File: config.mk
export PLATFORM = sky130hd
export DESIGN_NAME = msc_slave
export DESIGN_NICKNAME = d
export VERILOG_FILES = /design/src/rtl/msc_pkg.sv /design/src/rtl/msc_buf2.sv /design/src/rtl/msc_up_tx.sv /design/src/rtl/msc_slave.sv
export VERILOG_INCLUDE_DIRS = /design/src /design/src/rtl
export SDC_FILE = /design/constraint.sdc
export NUM_CORES = 1
export LEC_CHECK = 0
export BUFFER_PORTS_ARGS = -buffer_cell sky130_fd_sc_hd__clkbuf_2
export CORE_UTILIZATION = 55
export CTS_BUF_LIST = sky130_fd_sc_hd__clkbuf_4 sky130_fd_sc_hd__clkbuf_8
export DETAILED_ROUTE_END_ITERATION = 7
export GPL_ROUTABILITY_DRIVEN = 0
export PLACE_DENSITY = 0.78
export SLEW_MARGIN = 0
export SYNTH_ARGS = -nofsm -noshare
export SYNTH_HDL_FRONTEND = slang
export SYNTH_HIERARCHICAL = 1
export SYNTH_SLANG_ARGS = --single-unit
File: constraint.sdc
create_clock -name core_clk -period 2.8 [get_ports core_clk]
set_clock_uncertainty 0.1 [all_clocks]
set_input_delay 0.28 -clock core_clk [delete_from_list [all_inputs] [get_ports core_clk]]
set_output_delay 0.28 -clock core_clk [all_outputs]
set_load 0.02 [all_outputs]
File: src/rtl/msc_defines.svh
// Purpose: Constants of the serial channel slave port
// Assumes: Core clock of 200 MHz
// Notes:   Definitions only
`ifndef MSC_DEFINES_SVH
`define MSC_DEFINES_SVH

// ==========================================================
// Downstream frame layout (bit counts include selection bit)
`define MSC_CMD_LEN        6'd15
`define MSC_DAT_LEN        6'd31
`define MSC_CODE_LSB       17
`define MSC_ARG_LSB        23
`define MSC_W1_LSB         1
`define MSC_W2_LSB         9
`define MSC_W3_LSB         17
`define MSC_W4_LSB         25

// ==========================================================
// Command codes
`define MSC_CMD_SET_DIV    6'h01
`define MSC_CMD_READ_BIT   5

// ==========================================================
// Upstream framing and divider
`define MSC_DIV_RST        2'h2
`define MSC_DIV_BASE       8'h10
`define MSC_FRAME_BITS     5'h10

// ==========================================================
// Timing
`define MSC_CLK_NS         5
`define MSC_LINK_MIN_NS    25
`define MSC_EXEC_LINK_CYC  16
`define MSC_READ_LIMIT_NS  100000

`endif

File: src/rtl/msc_pkg.sv
// Purpose: Types of the serial channel slave port
// Assumes: Nothing
// Notes:   Constants live in msc_defines.svh
package msc_pkg;

  // ========================================================
  // Types
  typedef logic [5:0] msc_code_t;
  typedef logic [7:0] msc_byte_t;
  typedef logic [3:0] msc_addr_t;

  typedef enum logic [1:0] {
    MSC_SQ_IDLE = 2'b00,
    MSC_SQ_BUSY = 2'b01
  } msc_seq_t;

endpackage

File: src/rtl/msc_buf2.sv
// Purpose: Two-entry valid/ready buffer
// Assumes: Single clock
// Notes:   Full and empty are exact
`timescale 1ns/1ps
module msc_buf2 #(
  parameter int W = 14
) (
  input  wire logic         core_clk,
  input  wire logic         rst_n,
  input  wire logic         in_valid,
  output logic              in_ready,
  input  wire logic [W-1:0] in_data,
  output logic              out_valid,
  input  wire logic         out_ready,
  output logic [W-1:0]      out_data
);
  logic [W-1:0] mem_q [2];
  logic [W-1:0] mem_d [2];
  logic         wp_q, wp_d, rp_q, rp_d;
  logic [1:0]   cnt_q, cnt_d;
  logic         push, pop;

  assign in_ready  = (cnt_q != 2'h2);
  assign out_valid = (cnt_q != 2'h0);
  assign out_data  = mem_q[rp_q];
  assign push      = in_valid & in_ready;
  assign pop       = out_valid & out_ready;

  always_comb begin
    mem_d = mem_q;
    wp_d  = wp_q;
    rp_d  = rp_q;
    cnt_d = cnt_q;
    if (push) begin
      mem_d[wp_q] = in_data;
      wp_d        = ~wp_q;
    end
    if (pop) begin
      rp_d = ~rp_q;
    end
    if (push && !pop) begin
      cnt_d = cnt_q + 2'h1;
    end else if (pop && !push) begin
      cnt_d = cnt_q - 2'h1;
    end
  end

  always_ff @(posedge core_clk) begin
    if (!rst_n) begin
      mem_q[0] <= '0;
      mem_q[1] <= '0;
      wp_q     <= 1'b0;
      rp_q     <= 1'b0;
      cnt_q    <= 2'h0;
    end else begin
      mem_q <= mem_d;
      wp_q  <= wp_d;
      rp_q  <= rp_d;
      cnt_q <= cnt_d;
    end
  end

  // ========================================================
  // Checks
  AST_BUF_HOLD: assert property (@(posedge core_clk) disable iff (!rst_n)
    (out_valid && !out_ready) |=> (out_valid && $stable(out_data)))
    else $error("buffer head lost while stalled");

endmodule // msc_buf2

File: src/rtl/msc_up_tx.sv
// Purpose: Upstream frame serializer with bit-rate divider
// Assumes: link_tick is one pulse per link clock period
// Notes:   Sixteen frame bits, then one released inter-frame bit
`timescale 1ns/1ps
`include "msc_defines.svh"
module msc_up_tx (
  input  wire logic             core_clk,
  input  wire logic             rst_n,
  input  wire logic             link_tick,
  input  wire logic [1:0]       div_sel,
  input  wire logic             start,
  input  wire msc_pkg::msc_addr_t addr,
  input  wire msc_pkg::msc_byte_t data,
  output logic                  up_out,
  output logic                  up_oe,
  output logic                  busy,
  output logic                  done
);
  import msc_pkg::*;

  logic [15:0] sh_q, sh_d;
  logic [4:0]  bit_q, bit_d;
  logic [6:0]  tcnt_q, tcnt_d, lim;
  logic        busy_q, busy_d, oe_q, oe_d, out_q, out_d, done_q, done_d;

  assign lim    = 7'((`MSC_DIV_BASE << div_sel) - 8'h01);
  assign up_out = out_q;
  assign up_oe  = oe_q;
  assign busy   = busy_q;
  assign done   = done_q;

  always_comb begin
    sh_d   = sh_q;
    bit_d  = bit_q;
    tcnt_d = tcnt_q;
    busy_d = busy_q;
    oe_d   = oe_q;
    out_d  = out_q;
    done_d = 1'b0;
    if (start) begin
      // Stop, stop, odd parity, data, address, start
      sh_d   = {2'b11, ~^{data, addr}, data, addr, 1'b0};
      bit_d  = 5'h00;
      tcnt_d = 7'h00;
      busy_d = 1'b1;
      oe_d   = 1'b1;
      out_d  = 1'b0;
    end else if (busy_q && link_tick) begin
      if (tcnt_q == lim) begin
        tcnt_d = 7'h00;
        bit_d  = bit_q + 5'h01;
        if (bit_q == `MSC_FRAME_BITS) begin
          busy_d = 1'b0;
          done_d = 1'b1;
        end else if (bit_q == 5'(`MSC_FRAME_BITS - 5'h01)) begin
          oe_d  = 1'b0;
          out_d = 1'b1;
        end else begin
          sh_d  = {1'b1, sh_q[15:1]};
          out_d = sh_q[1];
        end
      end else begin
        tcnt_d = tcnt_q + 7'h01;
      end
    end
  end

  always_ff @(posedge core_clk) begin
    if (!rst_n) begin
      sh_q   <= 16'hFFFF;
      bit_q  <= 5'h00;
      tcnt_q <= 7'h00;
      busy_q <= 1'b0;
      oe_q   <= 1'b0;
      out_q  <= 1'b1;
      done_q <= 1'b0;
    end else begin
      sh_q   <= sh_d;
      bit_q  <= bit_d;
      tcnt_q <= tcnt_d;
      busy_q <= busy_d;
      oe_q   <= oe_d;
      out_q  <= out_d;
      done_q <= done_d;
    end
  end

  // ========================================================
  // Checks
  AST_TX_HIZ: assert property (@(posedge core_clk) disable iff (!rst_n)
    !busy_q |-> !oe_q)
    else $error("upstream driven outside a frame");
  AST_TX_START: assert property (@(posedge core_clk) disable iff (!rst_n)
    start |=> (oe_q && !out_q && (sh_q[15:14] == 2'b11)))
    else $error("frame does not open with start bit");
  AST_TX_PARITY: assert property (@(posedge core_clk) disable iff (!rst_n)
    start |=> (^sh_q == 1'b1))
    else $error("upstream frame parity not odd");

endmodule // msc_up_tx

File: src/rtl/msc_slave.sv
// Purpose: Serial channel slave port, downstream receive and upstream send
// Assumes: Link clock and select sampled on core_clk, link at most 40 MHz
// Notes:   Read data supplied by the register side on reg_addr/reg_data
//
// How it works
// - Select is active low; frame spans select fall to select rise.
// - Host drives data on rising link edges; sampled on falling edges.
// - Downstream bits count only while select is active.
// - Data, clock and upstream are high-true; select is low-true.
// - Command frame: selection one, 6-bit code, 8-bit argument, LSB first.
// - Command with wrong bit count is dropped and flags length error.
// - Data frame: selection zero, 30 bits into four control words.
// - Data frame with wrong bit count is dropped and flags length error.
// - Frames take effect within 16 link periods after select rises.
// - Upstream bit time is link clock divided by 16..128, reset 64.
// - Upstream frame: start, 4 address, 8 data, parity, two stops.
// - Upstream parity makes the whole frame odd.
// - Each read command returns four registers in four frames.
// - Next frame follows stop bits plus one idle bit.
// - New read ends current frame, then restarts the four-frame set.
// - Starting a frame clears latched flags of the carried register.
// - First answer frame starts under 100 us after the read.
// - Upstream output released whenever no frame is being sent.
// - A rejected frame changes no output except the error flag.
`timescale 1ns/1ps
`include "msc_defines.svh"
module msc_slave #(
  parameter int READ_LIMIT_CYC = `MSC_READ_LIMIT_NS / `MSC_CLK_NS
) (
  input  wire logic              core_clk,
  input  wire logic              rst_n,
  input  wire logic              link_clock_pos,
  input  wire logic              link_clock_neg,
  input  wire logic              downstream_data_pos,
  input  wire logic              downstream_data_neg,
  input  wire logic              select_n,
  output logic                   upstream_out,
  output logic                   upstream_oe,
  output logic                   cmd_valid,
  input  wire logic              cmd_ready,
  output msc_pkg::msc_code_t     cmd_code,
  output msc_pkg::msc_byte_t     cmd_arg,
  output msc_pkg::msc_byte_t     control_word_one,
  output msc_pkg::msc_byte_t     control_word_two,
  output msc_pkg::msc_byte_t     control_word_three,
  output logic [5:0]             control_word_four,
  output logic                   control_update,
  output logic                   frame_length_error_flag,
  input  wire logic              length_error_clear,
  output msc_pkg::msc_addr_t     reg_addr,
  input  wire msc_pkg::msc_byte_t reg_data,
  output logic                   reg_flags_clear
);
  import msc_pkg::*;

  localparam int EXEC_CYC =
    (`MSC_EXEC_LINK_CYC * `MSC_LINK_MIN_NS) / `MSC_CLK_NS;
  function automatic logic is_read(input msc_code_t c);
    is_read = c[`MSC_CMD_READ_BIT];
  endfunction

  // ==========================================================
  // Pin synchronisers: clock, data, select
  logic [2:0] raw, s1_q, s2_q, s3_q, filt_q, filt_d;
  assign raw = {select_n,
                downstream_data_pos & ~downstream_data_neg,
                link_clock_pos & ~link_clock_neg};
  generate
    for (genvar i = 0; i < 3; i++) begin : g_sync
      always_comb begin
        filt_d[i] = (s2_q[i] == s3_q[i]) ? s3_q[i] : filt_q[i];
      end
      always_ff @(posedge core_clk) begin
        if (!rst_n) begin
          s1_q[i]   <= 1'b1;
          s2_q[i]   <= 1'b1;
          s3_q[i]   <= 1'b1;
          filt_q[i] <= 1'b1;
        end else begin
          s1_q[i]   <= raw[i];
          s2_q[i]   <= s1_q[i];
          s3_q[i]   <= s2_q[i];
          filt_q[i] <= filt_d[i];
        end
      end
    end
  endgenerate
  logic link_fall, link_rise, sel_act, sel_fall, sel_rise;
  assign link_fall = filt_q[0] & ~filt_d[0];
  assign link_rise = ~filt_q[0] & filt_d[0];
  assign sel_act   = ~filt_q[2];
  assign sel_fall  = filt_q[2] & ~filt_d[2];
  assign sel_rise  = ~filt_q[2] & filt_d[2];

  // ==========================================================
  // Downstream receiver
  logic [30:0] shift_q, shift_d;
  logic [5:0]  cnt_q, cnt_d;
  logic        first_q, first_d;
  logic        good_cmd, good_dat, bad_len;
  logic [7:0]  w1_q, w1_d, w2_q, w2_d, w3_q, w3_d;
  logic [5:0]  w4_q, w4_d;
  logic        upd_q, upd_d, lerr_q, lerr_d;
  logic        stg_q, stg_d;
  logic [13:0] stg_data_q, stg_data_d;
  logic        buf_in_ready;
  assign good_cmd = sel_rise & first_q & (cnt_q == `MSC_CMD_LEN);
  assign good_dat = sel_rise & ~first_q & (cnt_q == `MSC_DAT_LEN);
  assign bad_len  = sel_rise & ~good_cmd & ~good_dat;
  always_comb begin
    shift_d    = shift_q;
    cnt_d      = cnt_q;
    first_d    = first_q;
    w1_d       = w1_q;
    w2_d       = w2_q;
    w3_d       = w3_q;
    w4_d       = w4_q;
    upd_d      = 1'b0;
    lerr_d     = lerr_q;
    stg_d      = stg_q;
    stg_data_d = stg_data_q;
    if (sel_fall) begin
      cnt_d = 6'h00;
    end else if (link_fall && sel_act) begin
      shift_d = {filt_q[1], shift_q[30:1]};
      if (cnt_q == 6'h00) begin
        first_d = filt_q[1];
      end
      if (cnt_q != 6'h3F) begin
        cnt_d = cnt_q + 6'h01;
      end
    end
    if (good_dat) begin
      w1_d  = shift_q[`MSC_W1_LSB +: 8];
      w2_d  = shift_q[`MSC_W2_LSB +: 8];
      w3_d  = shift_q[`MSC_W3_LSB +: 8];
      w4_d  = shift_q[`MSC_W4_LSB +: 6];
      upd_d = 1'b1;
    end
    if (stg_q && buf_in_ready) begin
      stg_d = 1'b0;
    end
    if (good_cmd) begin
      stg_d      = 1'b1;
      stg_data_d = {shift_q[`MSC_ARG_LSB +: 8],
                    shift_q[`MSC_CODE_LSB +: 6]};
    end
    if (bad_len) begin
      lerr_d = 1'b1;
    end else if (length_error_clear) begin
      lerr_d = 1'b0;
    end
  end
  always_ff @(posedge core_clk) begin
    if (!rst_n) begin
      shift_q    <= 31'h0000_0000;
      cnt_q      <= 6'h00;
      first_q    <= 1'b0;
      w1_q       <= 8'h00;
      w2_q       <= 8'h00;
      w3_q       <= 8'h00;
      w4_q       <= 6'h00;
      upd_q      <= 1'b0;
      lerr_q     <= 1'b0;
      stg_q      <= 1'b0;
      stg_data_q <= 14'h0000;
    end else begin
      shift_q    <= shift_d;
      cnt_q      <= cnt_d;
      first_q    <= first_d;
      w1_q       <= w1_d;
      w2_q       <= w2_d;
      w3_q       <= w3_d;
      w4_q       <= w4_d;
      upd_q      <= upd_d;
      lerr_q     <= lerr_d;
      stg_q      <= stg_d;
      stg_data_q <= stg_data_d;
    end
  end
  assign control_word_one        = w1_q;
  assign control_word_two        = w2_q;
  assign control_word_three      = w3_q;
  assign control_word_four       = w4_q;
  assign control_update          = upd_q;
  assign frame_length_error_flag = lerr_q;

  // ==========================================================
  // Command buffer and dispatch
  logic        bo_valid, bo_ready, internal;
  logic [13:0] bo_data;
  msc_code_t   bo_code;
  msc_buf2 #(.W(14)) u_buf (
    .core_clk  (core_clk),
    .rst_n     (rst_n),
    .in_valid  (stg_q),
    .in_ready  (buf_in_ready),
    .in_data   (stg_data_q),
    .out_valid (bo_valid),
    .out_ready (bo_ready),
    .out_data  (bo_data)
  );
  assign bo_code   = bo_data[5:0];
  assign internal  = is_read(bo_code) | (bo_code == `MSC_CMD_SET_DIV);
  assign bo_ready  = internal | cmd_ready;
  assign cmd_valid = bo_valid & ~internal;
  assign cmd_code  = bo_code;
  assign cmd_arg   = bo_data[13:6];

  // ==========================================================
  // Read sequencer
  msc_seq_t   seq_q, seq_d;
  logic [1:0] div_q, div_d, blk_q, blk_d, idx_q, idx_d;
  logic [1:0] pblk_q, pblk_d;
  logic       pend_q, pend_d, tx_start, tx_done, rd_pop;
  logic [15:0] lat_q, lat_d;
  assign rd_pop = bo_valid & is_read(bo_code);
  always_comb begin
    seq_d    = seq_q;
    div_d    = div_q;
    blk_d    = blk_q;
    idx_d    = idx_q;
    pblk_d   = pblk_q;
    pend_d   = pend_q;
    tx_start = 1'b0;
    if (bo_valid && bo_code == `MSC_CMD_SET_DIV) begin
      div_d = bo_data[7:6];
    end
    unique case (seq_q)
      MSC_SQ_IDLE: begin
        if (pend_q) begin
          tx_start = 1'b1;
          blk_d    = pblk_q;
          idx_d    = 2'h0;
          pend_d   = 1'b0;
          seq_d    = MSC_SQ_BUSY;
        end
      end
      MSC_SQ_BUSY: begin
        if (tx_done) begin
          if (pend_q) begin
            tx_start = 1'b1;
            blk_d    = pblk_q;
            idx_d    = 2'h0;
            pend_d   = 1'b0;
          end else if (idx_q == 2'h3) begin
            seq_d = MSC_SQ_IDLE;
          end else begin
            tx_start = 1'b1;
            idx_d    = idx_q + 2'h1;
          end
        end
      end
    endcase
    if (rd_pop) begin
      pend_d = 1'b1;
      pblk_d = bo_code[1:0];
    end
    lat_d = pend_q ? lat_q + 16'h0001 : 16'h0000;
  end
  always_ff @(posedge core_clk) begin
    if (!rst_n) begin
      seq_q  <= MSC_SQ_IDLE;
      div_q  <= `MSC_DIV_RST;
      blk_q  <= 2'h0;
      idx_q  <= 2'h0;
      pblk_q <= 2'h0;
      pend_q <= 1'b0;
      lat_q  <= 16'h0000;
    end else begin
      seq_q  <= seq_d;
      div_q  <= div_d;
      blk_q  <= blk_d;
      idx_q  <= idx_d;
      pblk_q <= pblk_d;
      pend_q <= pend_d;
      lat_q  <= lat_d;
    end
  end
  // Address of the register going out with this start
  assign reg_addr        = {blk_d, idx_d};
  assign reg_flags_clear = tx_start;
  msc_up_tx u_tx (
    .core_clk  (core_clk),
    .rst_n     (rst_n),
    .link_tick (link_rise),
    .div_sel   (div_q),
    .start     (tx_start),
    .addr      ({blk_d, idx_d}),
    .data      (reg_data),
    .up_out    (upstream_out),
    .up_oe     (upstream_oe),
    .busy      (),
    .done      (tx_done)
  );

  // ==========================================================
  // Checks
  AST_DIV_RESET: assert property (@(posedge core_clk)
    !rst_n |=> (div_q == 2'h2))
    else $error("divider not 64 after reset");
  AST_LEN_ERR: assert property (@(posedge core_clk) disable iff (!rst_n)
    bad_len |=> frame_length_error_flag)
    else $error("length error not flagged");
  AST_REJECT_HOLD: assert property (@(posedge core_clk) disable iff (!rst_n)
    bad_len |=> ($stable(w1_q) && $stable(w4_q) && !control_update
                 && !$rose(stg_q)))
    else $error("rejected frame changed outputs");
  AST_DATA_APPLY: assert property (@(posedge core_clk) disable iff (!rst_n)
    good_dat |=> (control_update
                  && (control_word_four == $past(shift_q[30:25]))))
    else $error("valid data frame not applied");
  AST_EXEC_TIME: assert property (@(posedge core_clk) disable iff (!rst_n)
    good_cmd |=> ##[0:EXEC_CYC] (stg_q && buf_in_ready))
    else $error("command not executed in time");
  AST_IGNORE_IDLE: assert property (@(posedge core_clk) disable iff (!rst_n)
    (!sel_act && !sel_fall) |=> $stable(cnt_q))
    else $error("bits counted while deselected");
  AST_READ_LAT: assert property (@(posedge core_clk) disable iff (!rst_n)
    pend_q |-> (lat_q < 16'(READ_LIMIT_CYC)))
    else $error("read answer started too late");
  AST_READ_FOUR: assert property (@(posedge core_clk) disable iff (!rst_n)
    (tx_done && !pend_q && idx_q != 2'h3) |-> tx_start)
    else $error("read sequence cut short");
  COV_DATA: cover property (@(posedge core_clk) disable iff (!rst_n)
    good_dat);
  COV_READ: cover property (@(posedge core_clk) disable iff (!rst_n)
    rd_pop ##[1:1000] tx_start);
  COV_LEN: cover property (@(posedge core_clk) disable iff (!rst_n)
    bad_len);
  COV_RESTART: cover property (@(posedge core_clk) disable iff (!rst_n)
    tx_done && pend_q && seq_q == MSC_SQ_BUSY);

endmodule // msc_slave

==> key figures <==
Global route
  • GRT Total Usage: 22.5%
  • Global-route wire length before repair: 24,000 um
  • Initial antenna violation count: 0
  • Grt total ovfl: 0
  • Largest net degree at the start of global routing: 87
  • Vias in the first global route: 5,231

Drt
  • Via Count: 5,516
  • Final wirelength: 14,400 um
  • Post-route ant nets: 0
  • DRT iter0 DRCs: 351
  • DRC errors left: 0
  • Routed length per placed instance: 14.1 um
  • Detailed Routing Iterations Pass 1: 5
  • Vias per cell: 5.38

Logic synthesis
  • Asr flop ratio synth: 0%
  • Synthesized area per cell: 9.16 um^2
  • Post-synthesis instance total: 786
  • Largest cells by area after synthesis: dfxtp_1 (46%), mux2i_1 (11%), nand2_1 (10%), a21oi_1 (4.4%), mux2_2 (4.1%)
  • Post-synth cell types: 65
  • YS warnings: 6
  • Top-area cell type share of the netlist area: 46.4%
  • Synthesized net count: 810
  • Dominant cell type by area after synthesis: dfxtp_1
  • Number of synthesized flops with an enable pin: 0
  • #FFs+latches synth: 167
  • Synthesized area: 7200 um^2
  • Seq/Total Area, Yosys: 46.4%
  • Top FF cell, synth: dfxtp_1

Pwr
  • Flop pwr share: 57.2%
  • LEAKAGE: 2.94 nW
  • Combinational Power Share: 2.5%
  • PwrDens: 519 nW/um^2
  • Clock power frac: 40.3%
  • Internal power: 3.29 mW
  • Sw Share: 21.0%
  • Psw: 0.876 mW
  • Worst VDD drop: 0.288 mV

Timing
  • FMAX: 388 MHz
  • Slew @ Worst Pin: 779 ps
  • Setup violations, final: 0
  • Final min period: 2580 ps
  • Crit share post-route: 92.2%
  • Post-route setup TNS: 0 ps
  • Final Slew Violations: 0
  • RSZ-0062 raised after global routing: no
  • Final Hold Fails: 0
  • Headroom to the max-slew limit: 48.0%

Min path
  • Worst min path class: primary input to register
  • Hold_sp: length_error_clear
  • Hold Path Sink: frame_length_error_flag$_SDFFE_PN0P_
  • WHS Path Cells: 3

Floorplan
  • Die Span Y: 116 um
  • DIE AREA: 13,600 um^2
  • Rows: 41
  • Die width: 116 um
  • Core footprint: 12,700 um^2
  • IO Count: 71
  • Effective utilization at floorplan: 56.8%

Worst setup path
  • Reg2Reg Depth: 8
  • Reg2Reg Launch Point: u_buf/rp_q$_SDFFE_PN0P_
  • Startpoint Class: register
  • Worst path required time: 3050 ps
  • Reg2Reg Setup Slack: 220 ps
  • RR Endpoint: u_buf/cnt_q[1]$_SDFFE_PN0P_
  • Worst path arrival time: 2830 ps
  • CP Capture Type: register
  • CP Class: register to register
  • Critical Path Fanout Max: 7

Final layout
  • Filler Cells Inserted: 1,053
  • Layout Area Growth over Synthesis: 11.6%
  • Diode count: 0
  • Final net count: 866
  • Layout cells sized above 1: 18.9%
  • Core Util, Final: 63.4%

CTS
  • CTS Root Cell: clkbuf_8
  • Reg clk slew, reported paths: 80 ps
  • CTS tree: built
  • CTS H-tree depth: 4
  • Total CTS buffers: 17
  • Clock Latency Late Sink: 440 ps
  • Clock sinks: 167
  • Clock Path Buffers: 2
  • Post-CTS setup buffer count: 0

Run status
  • Status: finished, final reports clean

Place
  • Final HPWL DP: 9780 um
  • Number of port buffers: 70

Flow run
  • MaxCap Viol Count: 0
-- logic make-up (layout without fill, tap and decap cells) --
group | count (synthesis) | in the layout | share of synthesized area [%]
fa+ha+maj | 7 | 7 | 1.22
compound gates | 115 | 115 | 9.52
mux | 105 | 105 | 15.1
xor+xnor | 20 | 20 | 2.62
buf+inv | 63 | 131 | 4.73
flops | 167 | 167 | 46.4
simple gates | 309 | 309 | 20.4
-- what timing repair did --
action,CTS,global route
hold buffers,5,0
hold endpoints to repair,3,0
endpoints found under the setup margin,0,1
gates resized for setup,0,2
-- layer usage --
layer / track usage, % / share of wire, % / vias up / wire [um]
met1: 27.6 / 46 / 2609 / 6610
met3: 4.93 / 4.1 / 19 / 587
met5: 0 / 0 / - / 0
met4: 8.55 / 1.4 / 0 / 196
li1: - / - / 2769 / -
met2: 38.7 / 49 / 119 / 7040
-- Yosys cell counts, types with 3 or more instances --
master      n
inv_1      12
o21ai_1    15
ha_1        7
clkbuf_1   32
dfxtp_1   167
a21oi_1    63
nand2b_1   11
xor2_1      6
buf_6       7
buf_2       6
mux2i_1    79
buf_4       3
mux2_2     26
and2_1      7
nand3_1    15
o21a_1      3
nand2_1   199
nor2_1     20
and4_1      5
o21ai_0    15
nor3_1     16
xnor2_1    13
nor2b_1     7
-- registers in the layout, summed over array words and instances, names as in the netlist, 2 cells and up --
signal	count
idx_q	2
u_buf/cnt_q	2
control_word_one	8
pblk_q	2
control_word_three	8
u_tx/bit_q	5
stg_data_q	14
blk_q	2
shift_q	30
filt_q	3
s3_q	3
control_word_four	6
div_q	2
control_word_two	8
u_tx/tcnt_q	7
u_tx/sh_q	13
cnt_q	6
s2_q	3
s1_q	3
u_buf/mem_q	28
-- critical path: stages, from the launching register on --
cell	delay [ps]
dfxtp_2	410
mux2_2	380
nor4_2	340
a21oi_1	150
nand2b_1	90
o21ai_0	130
ha_1	350
or3_1	350
a21boi_0	190
-- power groups by stage --
stage / clock, mW / combinational (mW) / sequential (mW)
3_3_place_gp: 0 / 0.0977 / 2.44
2_1_floorplan: 0 / 0.0715 / 2.44
3_5_place_dp: 0 / 0.0997 / 2.44
5_1_grt: 1.82 / 0.116 / 2.39
6_report: 1.68 / 0.105 / 2.38
4_1_cts: 1.72 / 0.106 / 2.38
-- final cells by class --
cell class                      count  area [um^2]  share of cell area, %
Clock inverter                      8         98.8                   1.23
Multi-Input combinational cell    556         3520                   43.9
Timing Repair Buffer               88          513                   6.39
Tap cell                          172          215                   2.68
Clock buffer                       23          292                   3.63
Inverter                           12         45.0                  0.561
Sequential cell                   167         3340                   41.6
-- layout by cell type (no fill, tap or decap), drive strengths merged, types with 13 or more instances in the layout --
master / count
nand3: 16
mux2i: 79
xnor2: 13
mux2: 26
clkbuf: 92
nand2: 199
o21ai: 30
nor2: 20
a21oi: 63
dfxtp: 167
nor3: 17
buf: 14
-- through the flow --
step	total power, mW	setup slack, ps	hold slack [ps]	std cells	cell area, um^2
CTS	4.21	50.3	27.5	1026	8030
global route	4.32	52.4	50.5	1026	8030
floorplan	2.51	140	280	786	7200
detailed placement	2.54	83.1	302	990	7580
global placement	2.54	256	296	990	7580
finish	4.17	219	56.7	1026	8030
-- how the worst max path moves through the flow --
stage,from,endpoint
2_1_floorplan,u_buf/rp_q$_SDFFE_PN0P_,u_buf/cnt_q[1]$_SDFFE_PN0P_
3_3_place_gp,u_buf/rp_q$_SDFFE_PN0P_,u_buf/cnt_q[1]$_SDFFE_PN0P_
3_5_place_dp,u_buf/rp_q$_SDFFE_PN0P_,u_buf/cnt_q[1]$_SDFFE_PN0P_
4_1_cts,u_buf/rp_q$_SDFFE_PN0P_,u_buf/cnt_q[1]$_SDFFE_PN0P_
5_1_grt,u_buf/rp_q$_SDFFE_PN0P_,u_buf/cnt_q[1]$_SDFFE_PN0P_
6_report,u_buf/rp_q$_SDFFE_PN0P_,u_buf/cnt_q[1]$_SDFFE_PN0P_
No activity file was read; power rests on OpenSTA's default activity.
